<file path="src/inc/rcp_pkg.sv">
// Package: register layout and constants for the clock configuration register block
package rcp_pkg;
	localparam int ADDR_W = 4;
	localparam int DATA_W = 16;
	// Register offsets (word index on the plain register port)
	localparam logic [ADDR_W-1:0] OFS_CONFIG = 4'h0;
	localparam logic [ADDR_W-1:0] OFS_VAL_HIGH = 4'h1;
	localparam logic [ADDR_W-1:0] OFS_VAL_LOW = 4'h2;
	localparam logic [ADDR_W-1:0] OFS_STATUS = 4'h3;
	// Field positions in the configuration register
	localparam int BIT_ON = 15;
	localparam int BIT_UNUSED = 14;
	localparam int BIT_UNLOCK = 13;
	localparam int BIT_RIPPLE = 12;
	localparam int BIT_HALF = 11;
	localparam int BIT_PIN_OE = 10;
	localparam int PTR_HI = 9;
	localparam int PTR_LO = 8;
	// Pointer codes
	localparam logic [1:0] PTR_0 = 2'h0;
	localparam logic [1:0] PTR_1 = 2'h1;
	localparam logic [1:0] PTR_2 = 2'h2;
	localparam logic [1:0] PTR_3 = 2'h3;
	// Reset values and the last seconds count
	localparam logic [1:0] PTR_RST = 2'h0;
	localparam logic [7:0] BYTE_RST = 8'h00;
	localparam logic [7:0] CAL_RST = 8'h00;
	localparam logic [7:0] SEC_LAST = 8'h3B;
	localparam logic [15:0] WORD_ZERO = 16'h0000;
	// Time field indices inside the field store
	localparam int FLD_NUM = 8;
	localparam logic [2:0] FLD_SEC = 3'h0;
	localparam logic [2:0] FLD_MIN = 3'h1;
	localparam logic [2:0] FLD_HOUR = 3'h2;
	localparam logic [2:0] FLD_WDAY = 3'h3;
	localparam logic [2:0] FLD_DAY = 3'h4;
	localparam logic [2:0] FLD_MONTH = 3'h5;
	localparam logic [2:0] FLD_YEAR = 3'h6;
	localparam logic [2:0] FLD_RSVD = 3'h7;
	// Timing: ripple window ahead of a rollover, and one second period
	localparam int RIPPLE_NS = 100;
	localparam int CLK_NS = 5;
	localparam int RIPPLE_CYC = (RIPPLE_NS + CLK_NS - 1) / CLK_NS;
	localparam int SECOND_CYC = 200000000;
endpackage

</file>
<file path="src/logic/rcp_config.sv">
// Design: clock configuration register, value window pointer and simple seconds chain
//
// The address-and-strobe port and the register addresses were left to the implementer.
`timescale 1ns/1ps
module rcp_config #(
	parameter int SECOND_CYCLES = rcp_pkg::SECOND_CYC,
	parameter int RIPPLE_CYCLES = rcp_pkg::RIPPLE_CYC
) (
	input wire logic clk,
	input wire logic nrst,
	input wire logic [rcp_pkg::ADDR_W-1:0] addr,
	input wire logic [rcp_pkg::DATA_W-1:0] wdata,
	input wire logic wr,
	input wire logic rd,
	output logic [rcp_pkg::DATA_W-1:0] rdata,
	output logic clock_module_on,
	output logic clock_pin_output_on,
	output logic clock_pin_out,
	output logic rollover_ripple_flag,
	output logic second_half_flag
);
	// ****************************************
	// Field mapping
	// ****************************************
	function automatic logic [2:0] hi_field(input logic [1:0] p);
		logic [2:0] f;
		f = rcp_pkg::FLD_RSVD;
		case (p)
			rcp_pkg::PTR_0: f = rcp_pkg::FLD_MIN;
			rcp_pkg::PTR_1: f = rcp_pkg::FLD_WDAY;
			rcp_pkg::PTR_2: f = rcp_pkg::FLD_MONTH;
			default: f = rcp_pkg::FLD_RSVD;
		endcase
		return f;
	endfunction

	function automatic logic [2:0] lo_field(input logic [1:0] p);
		logic [2:0] f;
		f = rcp_pkg::FLD_SEC;
		case (p)
			rcp_pkg::PTR_0: f = rcp_pkg::FLD_SEC;
			rcp_pkg::PTR_1: f = rcp_pkg::FLD_HOUR;
			rcp_pkg::PTR_2: f = rcp_pkg::FLD_DAY;
			default: f = rcp_pkg::FLD_YEAR;
		endcase
		return f;
	endfunction

	// ****************************************
	// State
	// ****************************************
	logic on_q, on_d;
	logic unlock_q, unlock_d;
	logic oe_q, oe_d;
	logic [1:0] ptr_q, ptr_d;
	logic [7:0] cal_q, cal_d;
	logic [7:0] fld_q [rcp_pkg::FLD_NUM];
	logic [7:0] fld_d [rcp_pkg::FLD_NUM];
	logic [31:0] tick_q, tick_d;
	logic [rcp_pkg::DATA_W-1:0] rdata_q, rdata_d;
	logic ripple;
	logic half;
	logic sec_wrap;
	logic acc_hi;

	// Counter stops when disabled, keeping the current phase
	assign sec_wrap = on_q && (tick_q == 32'(SECOND_CYCLES - 1));
	// Ripple window covers the cycles just before a seconds rollover
	assign ripple = on_q && (tick_q >= 32'(SECOND_CYCLES - RIPPLE_CYCLES));
	assign half = (tick_q >= 32'(SECOND_CYCLES / 2));
	assign acc_hi = (addr == rcp_pkg::OFS_VAL_HIGH) && (wr || rd);

	// ****************************************
	// Next state
	// ****************************************
	always_comb begin
		on_d = on_q;
		unlock_d = unlock_q;
		oe_d = oe_q;
		ptr_d = ptr_q;
		cal_d = cal_q;
		fld_d = fld_q;
		tick_d = tick_q;
		rdata_d = rcp_pkg::WORD_ZERO;
		if (on_q) begin
			tick_d = sec_wrap ? 32'h0 : tick_q + 32'h1;
		end
		// Only seconds roll here; the full calendar chain lives elsewhere
		if (sec_wrap) begin
			fld_d[rcp_pkg::FLD_SEC] = (fld_q[rcp_pkg::FLD_SEC] == rcp_pkg::SEC_LAST) ?
				rcp_pkg::BYTE_RST :
				fld_q[rcp_pkg::FLD_SEC] + 8'h01;
		end
		if (wr) begin
			if (addr == rcp_pkg::OFS_CONFIG) begin
				on_d = wdata[rcp_pkg::BIT_ON];
				unlock_d = wdata[rcp_pkg::BIT_UNLOCK];
				oe_d = wdata[rcp_pkg::BIT_PIN_OE];
				ptr_d = wdata[rcp_pkg::PTR_HI:rcp_pkg::PTR_LO];
				cal_d = wdata[7:0];
			end else if (addr == rcp_pkg::OFS_VAL_HIGH) begin
				if (unlock_q) begin
					fld_d[hi_field(ptr_q)] = wdata[15:8];
					fld_d[lo_field(ptr_q)] = wdata[7:0];
				end
			end else if (addr == rcp_pkg::OFS_VAL_LOW) begin
				if (unlock_q) begin
					fld_d[lo_field(ptr_q)] = wdata[7:0];
				end
			end
		end
		if (rd) begin
			if (addr == rcp_pkg::OFS_CONFIG) begin
				rdata_d[rcp_pkg::BIT_ON] = on_q;
				rdata_d[rcp_pkg::BIT_UNUSED] = 1'b0;
				rdata_d[rcp_pkg::BIT_UNLOCK] = unlock_q;
				rdata_d[rcp_pkg::BIT_RIPPLE] = ripple;
				rdata_d[rcp_pkg::BIT_HALF] = half;
				rdata_d[rcp_pkg::BIT_PIN_OE] = oe_q;
				rdata_d[rcp_pkg::PTR_HI:rcp_pkg::PTR_LO] = ptr_q;
				rdata_d[7:0] = cal_q;
			end else if (addr == rcp_pkg::OFS_VAL_HIGH || addr == rcp_pkg::OFS_VAL_LOW) begin
				// Reserved field reads zero
				rdata_d[15:8] = (ptr_q == rcp_pkg::PTR_3) ? rcp_pkg::BYTE_RST :
					fld_q[hi_field(ptr_q)];
				rdata_d[7:0] = fld_q[lo_field(ptr_q)];
			end
		end
		// A config write in the same cycle wins over the decrement
		if (acc_hi && !(wr && addr == rcp_pkg::OFS_CONFIG) && ptr_q != rcp_pkg::PTR_0) begin
			ptr_d = ptr_q - 2'h1;
		end
		fld_d[rcp_pkg::FLD_RSVD] = rcp_pkg::BYTE_RST;
	end

	// ****************************************
	// Registers (nrst is the power-on reset only)
	// ****************************************
	always_ff @(posedge clk or negedge nrst) begin
		if (!nrst) begin
			on_q <= 1'b0;
			unlock_q <= 1'b0;
			oe_q <= 1'b0;
			ptr_q <= rcp_pkg::PTR_RST;
			cal_q <= rcp_pkg::CAL_RST;
			tick_q <= 32'h0;
			rdata_q <= rcp_pkg::WORD_ZERO;
			for (int i = 0; i < rcp_pkg::FLD_NUM; i++) begin
				fld_q[i] <= rcp_pkg::BYTE_RST;
			end
		end else begin
			on_q <= on_d;
			unlock_q <= unlock_d;
			oe_q <= oe_d;
			ptr_q <= ptr_d;
			cal_q <= cal_d;
			tick_q <= tick_d;
			rdata_q <= rdata_d;
			fld_q <= fld_d;
		end
	end

	assign rdata = rdata_q;
	assign clock_module_on = on_q;
	assign clock_pin_output_on = oe_q;
	// Pin carries the seconds clock only while enabled
	assign clock_pin_out = oe_q && on_q && half;
	assign rollover_ripple_flag = ripple;
	assign second_half_flag = half;
endmodule

</file>
<file path="config.mk">
export PLATFORM = sky130hd
export DESIGN_NAME = rcp_config
export DESIGN_NICKNAME = d
export VERILOG_FILES = /design/src/inc/rcp_pkg.sv /design/src/logic/rcp_config.sv
export SDC_FILE = /design/constraint.sdc
export NUM_CORES = 1
export LEC_CHECK = 0
export ABC_AREA = 1
export BUFFER_PORTS_ARGS = -buffer_cell sky130_fd_sc_hd__buf_2
export CAP_MARGIN = 5
export CORE_ASPECT_RATIO = 0.75
export CORE_MARGIN = 1.5
export CORE_UTILIZATION = 35
export CTS_CLUSTER_SIZE = 30
export DETAILED_ROUTE_END_ITERATION = 6
export PLACE_DENSITY_LB_ADDON = 0.2
export SLEW_MARGIN = 20
export SYNTH_ARGS = -nofsm -noshare
export SYNTH_HDL_FRONTEND = slang
export SYNTH_SLANG_ARGS = --single-unit
</file>
<file path="constraint.sdc">
create_clock -name clk -period 3.7 [get_ports clk]
set_clock_uncertainty 0.1 [all_clocks]
set_input_delay 0.185 -clock clk [delete_from_list [all_inputs] [get_ports clk]]
set_output_delay 0.185 -clock clk [all_outputs]
set_load 0.01 [all_outputs]
</file>
==> results of run 1 <==
## cell families (layout without fill, tap and decap cells)
logic type | count (synthesis) | in the layout
simple gates | 448 | 448
flops | 117 | 117
compound gates | 171 | 171
xor+xnor | 9 | 9
fa+ha+maj | 10 | 10
buf+inv | 142 | 211
## per-layer routing
metal	part of all wire	vias to the layer above	GRT usage
li1	-	3002	-
met1	0.53	2823	0.314
met2	0.40	169	0.273
met3	0.063	9	0.0446
met4	0.0061	0	0.0347
met5	0	-	0
## stage by stage
stage	hold slack, ps	cells	instance area [um2]	util	setup slack [ps]
after floorplan	-211	897	6580	-	1850
after global placement	255	1167	7030	0.381	1500
after detailed placement	251	1167	7030	0.381	1450
after CTS	11.3	1213	7800	0.422	1320
after global routing	16.5	1213	7800	0.422	1140
final	31.2	1213	7800	0.422	1320
## sequential cells by signal, indices dropped and copies added, names as in the netlist
name,count
cal_q,8
clock_module_on,1
clock_pin_output_on,1
fld_q,56
ptr_q,2
rdata,16
tick_q,32
unlock_q,1
## final timing paths
| path | start | end | slack (ps) |
|---|---|---|---|
| worst min-delay path | wdata[6] | fld_q[46] | 30 |
| max in group asynchronous | nrst | fld_q[54] | 2360 |
| worst min register to register | fld_q[11] | fld_q[11] | 380 |
| min in group asynchronous | nrst | tick_q[20] | 330 |
| worst max-delay path | ptr_q[0] | rdata[5] | 1320 |
| worst max register to register | ptr_q[0] | rdata[5] | 1320 |
## tightest hold or removal path, stage by stage
cell,delay [ps]
buf_2,80
inv_1,90
o21ai_1,150
## synthesized netlist by cell type (all sizes together)
library cell | count | share of area
a2bb2oi | 4 | 0.0053
a21oi | 48 | 0.036
nor4 | 1 | 0.00095
ha | 10 | 0.019
a31oi | 5 | 0.0048
nand3 | 68 | 0.055
buf | 11 | 0.011
inv | 118 | 0.068
nand2 | 245 | 0.15
nor3b | 1 | 0.0011
dfrtp | 117 | 0.44
xor2 | 9 | 0.012
and3 | 1 | 0.00095
nand4 | 9 | 0.0086
o211ai | 1 | 0.0011
o21ai | 100 | 0.076
nand3b | 2 | 0.0023
nor2 | 107 | 0.072
o31ai | 5 | 0.0065
clkbuf | 13 | 0.0074
o22ai | 6 | 0.0057
nor3 | 14 | 0.011
o21bai | 2 | 0.0034
## repair_timing
item / CTS / global route
setup endpoints to repair: 0 / 0
endpoints found under the hold margin: 80 / 0
hold buffers: 16 / 0
## cell type report
class,instances,area share
repair buffers,63,0.0536
flip-flops and latches,117,0.376
multi-input cells,638,0.396
clock inverters,8,0.0159
well taps,247,0.0396
clock buffers,22,0.0621
inverters,118,0.0571
## power groups by stage
stage          combinational [uW]  clock, uW  sequential, uW
2_1_floorplan                 833          0            1630
3_3_place_gp                 1100          0            1680
3_5_place_dp                 1110          0            1680
4_1_cts                      1140       1730            1660
5_1_grt                      1310       1790            1690
6_report                     1140       1710            1660
==> flow_summary.yaml, run 1 <==
worst_setup_path:
  end_kind: "flip-flop"
  worst_path_most_repeated_cell: "a21oi_1"
  crit_family: "simple AND/OR/NAND/NOR gates"
  crit_required_ps: 3870
  critical-path-max-stage-delay_ps: 480
  cp.arrival_ps: 2550
  cp-start-kind: "flip-flop"
  cp_cell_sequence: "inv_1 -> ha_1 -> nor2_1 -> inv_2 -> a21oi_1 -> o21ai_0 -> nand3_1 -> a21oi_1"
  rr_worst_depth: 8
  cp_max_fo: 27
  crit_cells: 8
  critical_path_buf_inv_count: 2
  cp_slowest_cell: "dfrtp_1"
  criticalPathCategory: "reg2reg"
detailed_routing:
  wl_per_cell_um: 15.2
  wirelength_um: 18500
  drt_iter0_markers: 607
  dr.pass1.iters: 5
  ant_nets: 0
  post_drt_via_cell_ratio: 4.95
  post-route-drc-count: 0
  vias: 6003
yosys:
  syn_avg_cell_area_um2: 7.34
  synth-simple-area-share: 0.299
  synth_mux_area_frac: 0
  synth.ff_latch_count: 117
  synth_top_family_by_area: "simple AND/OR/NAND/NOR gates"
  synthCells: 897
  ys_seq_area_frac: 0.445
  synth-compound-area-share: 0.139
  yosysWarnings: 0
  syn_nets: 931
  synth_area_mm2: 0.00658
  synth-xor-area-share: 0.0120
  ys_types: 35
  synthAdderAreaFrac: 0.0190
pwr:
  comb_power_share: 0.252
  power.share.clock: 0.379
  total_power_uw: 4510
  p_leak_uw: 0.00378
  p_sw_frac: 0.337
  p_int_uw: 2990
  netSwitchingPower_uw: 1520
  seq_power_share: 0.369
  p_per_area_mw_per_mm2: 578
  ir_drop_mv: 0.279
die:
  io_pins: 45
  die_area_mm2: 0.0197
  die_h_um: 122
  die_w_um: 161
  initial_core_util: 0.357
  core_mm2: 0.0185
  rows: 43
cells_and_area:
  area_growth_pct: 18.4
  final_cell_mix: "nand2_1, dfrtp_1, inv_1"
  final_common_cell: "nand2_1"
  nets: 989
  drive_gt1_frac: 0.115
  final-seq-area_mm2: 0.00293
  diodes: 0
  fillCellCount: 1904
  multi_input_area_mm2: 0.00309
sta:
  period_share: 0.644
  slew_viol_final: 0
  fmax_ghz: 0.419
  slew_headroom: 0.430
  rsz0062_at_grt: "no"
  tightest_slew_ps: 852
  fin_crit_ps: 2380
  setup_tns_ps: 0
  setup_viol: 0
  hold_viol: 0
cts:
  cts_max_path_buffers: 2
  tritoncts: "yes"
  h-tree-depth: 4
  cts_resized: 0
  worstSkewPairLatency_ps: 410
  cts_buffers: 17
  cts_setup_buffers: 0
  root_buffer: "clkbuf_16"
  clk_pin_slew_ps: 60
  cts.sinks: 117
global_routing:
  grt_pass1_vias: 5445
  grt_antenna_before_repair: 0
  track_usage: 0.198
  grt_pass1_wl_um: 29900
  grt_max_degree: 62
  grt_overflow: 0
job:
  drv_cap: 0
min_path:
  min_path_type: "in2reg"
  hold_depth: 3
place:
  io_buffers: 44
  dp_hpwl_um: 13300
  finalWeightedCongestion: 0.872
outcome:
  outcome: "finished clean"
No activity file was read; power rests on OpenSTA's default activity.
==> run 2, diff against run 1 <==
Clock period 3.7 ns to 2.45 ns, I/O delays scaled along.
==> run 2 against run 1 <==
  * Sequential cell count did not move
  * Global-route usage rose by 0.057 points
  * Wire length fell by 0.89%
  * Hold slack improved by 65 ps
  * Non-clock buffer count rose by 11
  * Critical path type is now reg2out
  * Highest routed layer unchanged
  * Worst setup slack got worse by 1000 ps
  * First-iteration DRC count fell by 19%
  * Largest cell class unchanged
==> flow_summary.yaml, run 2 (same netlist as run 1, synthesis figures left out) <==
outcome:
  outcome: "finished clean"
worst_setup_path:
  end_kind: "output pin"
  crit_required_ps: 2230
  r2r-end: "rdata[3]"
  timing.rr.start: "ptr_q[0]"
  critical-path-max-stage-delay_ps: 400
  cp_cell_sequence: "nand2_1 -> nor2_1 -> inv_1 -> nor2_1 -> nand3_1 -> nand2_1 -> and3_1 -> buf_2"
  cp.arrival_ps: 1910
  ff2ff_setup_slack_ps: 380
  cp_max_fo: 4
  crit_family: "simple AND/OR/NAND/NOR gates"
  crit_cells: 8
  criticalPathCategory: "reg2out"
  rr_worst_depth: 8
  cp_slowest_cell: "dfrtp_1"
  cp-start-kind: "flip-flop"
  critical_path_buf_inv_count: 2
place:
  dp_hpwl_um: 13200
  dp_worst_setup_slack_ps: 440
  finalWeightedCongestion: 0.858
  io_buffers: 44
global_routing:
  grt_overflow: 0
  grt_antenna_before_repair: 0
  track_usage: 0.199
  grt_max_degree: 42
  grt_pass1_wl_um: 29900
  grt_pass1_vias: 5548
pwr:
  comb_power_share: 0.261
  netSwitchingPower_uw: 2410
  p_leak_uw: 0.00382
  p_per_area_mw_per_mm2: 871
  p_sw_frac: 0.351
  ir_drop_mv: 0.451
  p_int_uw: 4450
  seq_power_share: 0.364
  power.share.clock: 0.375
min_path:
  hold_depth: 6
  min_path_type: "in2reg"
  min_to: "rdata[14]"
  min_from: "addr[2]"
sta:
  slew_viol_final: 0
  slew_headroom: 0.582
  rsz0062_at_grt: "no"
  setup_ws_ps: 314
  tightest_slew_ps: 626
  period_share: 0.872
  setup_tns_ps: 0
  setup_viol: 0
  hold_viol: 0
  fin_crit_ps: 2140
  fmax_ghz: 0.468
die:
  io_pins: 45
  die_w_um: 161
  rows: 43
  initial_core_util: 0.357
  core_mm2: 0.0185
  die_h_um: 122
  die_area_mm2: 0.0197
cells_and_area:
  multi_input_area_mm2: 0.00309
  final_cell_mix: "nand2_1, dfrtp_1, inv_1"
  area_growth_pct: 19.7
  final-seq-area_mm2: 0.00293
  drive_gt1_frac: 0.126
  largest_reg_flops: 56
  final_core_util: 0.427
  final_common_cell: "nand2_1"
  nets: 1000
  diodes: 0
  max_flop_register: "fld_q"
  fillCellCount: 1865
detailed_routing:
  drt_iter0_markers: 492
  wl_per_cell_um: 14.9
  post_drt_via_cell_ratio: 4.87
  post-route-drc-count: 0
  dr.pass1.iters: 5
  vias: 5974
  wirelength_um: 18300
  ant_nets: 0
cts:
  cts_max_path_buffers: 2
  root_buffer: "clkbuf_16"
  cts_setup_buffers: 0
  clk_pin_slew_ps: 60
  cts_buffers: 17
  tritoncts: "yes"
  h-tree-depth: 4
  worstSkewPairLatency_ps: 420
  cts.sinks: 117
job:
  drv_cap: 0
## run 2: cell types whose count changed in the layout (fill, tap and decap cells not counted)
cell	delta
clkinv_4	+1
clkinvlp_4	+3
clkinv_2	-1
buf_4	+10
dlygate4sd3_1	+1
inv_6	+3
clkbuf_8	-4
## run 2: how the worst max path moves through the flow
stage,start,to,slack (ps)
finish,tick_q[22],clock_pin_out,310
detailed placement,ptr_q[1],rdata[9],440
global placement,ptr_q[1],rdata[9],460
floorplan,ptr_q[0],rdata[4],600
CTS,tick_q[15],rollover_ripple_flag,300
global route,tick_q[22],rollover_ripple_flag,140
## run 2: repair_timing
action | 4_1_cts | 5_1_grt
hold buffers | 17 | 0
hold endpoints to repair | 99 | 0
resized for setup | 0 | 0
## run 2: through the flow
| step | std cells | instance area, um2 | total power [uW] | hold WS [ps] |
|---|---|---|---|---|
| floorplan | 897 | 6580 | 3730 | -273 |
| CTS | 1226 | 7880 | 6890 | 84.1 |
| detailed placement | 1177 | 7100 | 4280 | 57.5 |
| global route | 1226 | 7880 | 7290 | 121 |
| global placement | 1177 | 7100 | 4270 | 56.4 |
| finish | 1226 | 7880 | 6870 | 95.8 |
## run 2: worst reg2reg max path: stages (launching register included)
cell and delay, ps:
dfrtp_1 460, inv_1 160, ha_1 250, nor2_1 90
inv_2 390, o21ai_0 180, o22ai_1 180, nand2_1 70
a21oi_1 120
## run 2: layout make-up
| type | count | area share |
|---|---|---|
| tap | 247 | 0.0392 |
| inverter | 118 | 0.0565 |
| multi-input combinational | 638 | 0.392 |
| clock buffer | 18 | 0.0545 |
| clock inverter | 14 | 0.0224 |
| timing repair buffer | 74 | 0.0638 |
| sequential | 117 | 0.372 |
## run 2: per-layer routing
metal,vias to the layer above,wire length (um),global-route usage
li1,3028,-,-
met5,-,0,0
met2,155,7520,0.282
met4,0,128,0.0469
met3,8,1060,0.0371
met1,2783,9590,0.308
## run 2: power groups by stage
stage | logic, uW | registers (uW) | clock network (uW)
after global placement | 1740 | 2530 | 0
after floorplan | 1260 | 2470 | 0
after detailed placement | 1750 | 2530 | 0
final | 1790 | 2500 | 2570
after global routing | 2050 | 2540 | 2710
after CTS | 1780 | 2490 | 2610
==> run 3, diff against run 2 <==
Settings changed: ABC_AREA 1 to default.
==> run 3 against run 2 <==
  * Clock power barely moved
  * Sequential cell count did not move
  * Maximum frequency down 12%
  * Critical path type unchanged
  * Largest cell class is now registers
  * Largest power group unchanged
==> flow_summary.yaml, run 3 <==
outcome:
  outcome: "finished clean"
die:
  die_area_mm2: 0.0178
  die_w_um: 153
  io_pins: 45
  initial_core_util: 0.355
  rows: 41
  die_h_um: 116
  core_mm2: 0.0167
sta:
  rsz0062_at_grt: "yes"
  period_share: 0.987
  setup_tns_ps: 0
  tightest_slew_ps: 721
  slew_headroom: 0.518
  setup_viol: 0
  slew_viol_final: 0
  fin_crit_ps: 2420
  fmax_ghz: 0.413
  hold_viol: 0
yosys:
  syn_avg_cell_area_um2: 10.6
  synth.cells.most_frequent: "dfrtp_1, mux2_2, nand2_1"
  yosysWarnings: 0
  syn_nets: 595
  ys.flop_type: "dfrtp_1"
  synth_area_mm2: 0.00594
  synthCells: 561
  async_reset_ff_frac: 1.00
  yosys-top-cells-area: "dfrtp_1, mux2_2, nand2_1"
  ys_types: 55
  synth_most_common_cell: "dfrtp_1"
  yosysTopAreaCellShare: 0.493
  yosysTopAreaCell: "dfrtp_1"
  synth.ff_latch_count: 117
  synth_edf_count: 0
  ys_seq_area_frac: 0.493
global_routing:
  grt_pass1_wl_um: 25100
  grt_pass1_vias: 4568
  grt_antenna_before_repair: 0
  grt_overflow: 0
  grt_max_degree: 60
  track_usage: 0.185
worst_setup_path:
  cp_cell_sequence: "or4_4 -> nor4_4 -> o311ai_1 -> and3b_1 -> nor2b_1 -> buf_2"
  cp-start-kind: "flip-flop"
  cp.arrival_ps: 2200
  crit_required_ps: 2230
  critical-path-max-stage-delay_ps: 560
  criticalPathCategory: "reg2out"
  cp_max_fo: 4
  cp_slowest_cell: "or4_4"
  end_kind: "output pin"
pwr:
  comb_power_share: 0.230
  ir_drop_mv: 0.424
  netSwitchingPower_uw: 2070
  p_sw_frac: 0.317
  power.share.clock: 0.391
  seq_power_share: 0.378
  p_leak_uw: 0.00340
  p_per_area_mw_per_mm2: 881
  p_int_uw: 4450
job:
  drv_cap: 0
cells_and_area:
  max_flop_register: "fld_q"
  final_cells: 873
  nets: 679
  area_growth_pct: 24.4
  final_cell_mix: "dfrtp_1, mux2_2, nand2_1, buf_2, nor2_1"
  diodes: 0
  fillCellCount: 1579
  final_common_cell: "dfrtp_1"
  drive_gt1_frac: 0.255
  largest_reg_flops: 56
cts:
  h-tree-depth: 4
  cts.sinks: 117
  tritoncts: "yes"
  clk_pin_slew_ps: 60
  cts_buffers: 17
  root_buffer: "clkbuf_16"
  worstSkewPairLatency_ps: 420
  cts_max_path_buffers: 2
detailed_routing:
  vias: 4667
  post-route-drc-count: 0
  wirelength_um: 15400
  wl_per_cell_um: 17.7
  drt_iter0_markers: 472
  dr.pass1.iters: 5
  post_drt_via_cell_ratio: 5.35
  ant_nets: 0
place:
  io_buffers: 44
  finalWeightedCongestion: 0.800
  dp.cells: 819
  dp_hpwl_um: 10400
min_path:
  min_path_type: "in2reg"
[run 3: layout make-up]
| class | count | area (um2) | share of cell area |
|---|---|---|---|
| flip-flops and latches | 117 | 2930 | 0.396 |
| multi-input cells | 401 | 2860 | 0.388 |
| repair buffers | 93 | 667 | 0.0902 |
| clock buffers | 17 | 425 | 0.0576 |
| well taps | 215 | 269 | 0.0364 |
| clock inverters | 15 | 181 | 0.0245 |
| inverters | 15 | 56.3 | 0.00762 |
[run 3: cells by family (layout without fill, tap and decap cells)]
kind of cell | count (synthesis) | in the layout | synth area share
XOR/XNOR | 27 | 27 | 0.0398
multiplexers | 59 | 59 | 0.109
buffers and inverters | 43 | 140 | 0.0276
flip-flops | 117 | 117 | 0.493
AND/OR/NAND/NOR | 191 | 191 | 0.175
AO/OA/AOI/OAI | 114 | 114 | 0.135
adder cells (fa/ha/maj) | 10 | 10 | 0.0211
[run 3: critical path, delay by kind of cell, from the launching register on]
family / cells / cell delay [ps]
compound gates: 1 / 140
simple gates: 4 / 1120
flops: 1 / 390
buf+inv: 1 / 140
[run 3: path summary, 6_finish.rpt]
check | from | to | slack (ps) | cells after the start
hold / removal | rd | rdata[2] | 60 | 2
hold reg to reg | tick_q[31] | tick_q[31] | 390 | 1
setup / recovery | tick_q[31] | rollover_ripple_flag | 30 | 6
setup reg to reg | tick_q[31] | fld_q[60] | 110 | 5
min in group asynchronous | nrst | fld_q[17] | 70 | 2
max in group asynchronous | nrst | fld_q[36] | 1410 | 3
[run 3: what timing repair did]
item	4_1_cts	5_1_grt
hold buffers	18	0
buffers inserted	3	1
pin swaps	3	0
hold endpoints to repair	146	0
gates resized for setup	2	1
setup endpoints to repair	2	4
[run 3: routing by layer]
metal,GRT usage,vias up,part of all wire
li1,-,2231,-
met1,0.263,2321,0.51
met2,0.275,101,0.44
met3,0.0524,14,0.044
met4,0.0511,0,0.013
met5,0,-,0
[run 3: through the flow]
step	total power [uW]	area [um2]	utilization	setup WS (ps)	hold slack [ps]
after global placement	3920	6560	0.392	29.8	-24.5
after CTS	6570	7380	0.441	-1.94	52.9
final	6510	7390	0.442	31.6	59.4
after detailed placement	3960	6560	0.392	29.6	-23.7
after floorplan	3400	5940	-	260	-273
after global routing	6870	7390	0.442	-79.2	65.1
[run 3: power groups by stage]
stage / sequential (uW) / combinational (uW) / clock, uW
floorplan: 2420 / 988 / 0
global placement: 2480 / 1440 / 0
detailed placement: 2500 / 1470 / 0
CTS: 2460 / 1500 / 2600
global route: 2500 / 1660 / 2710
finish: 2460 / 1500 / 2550
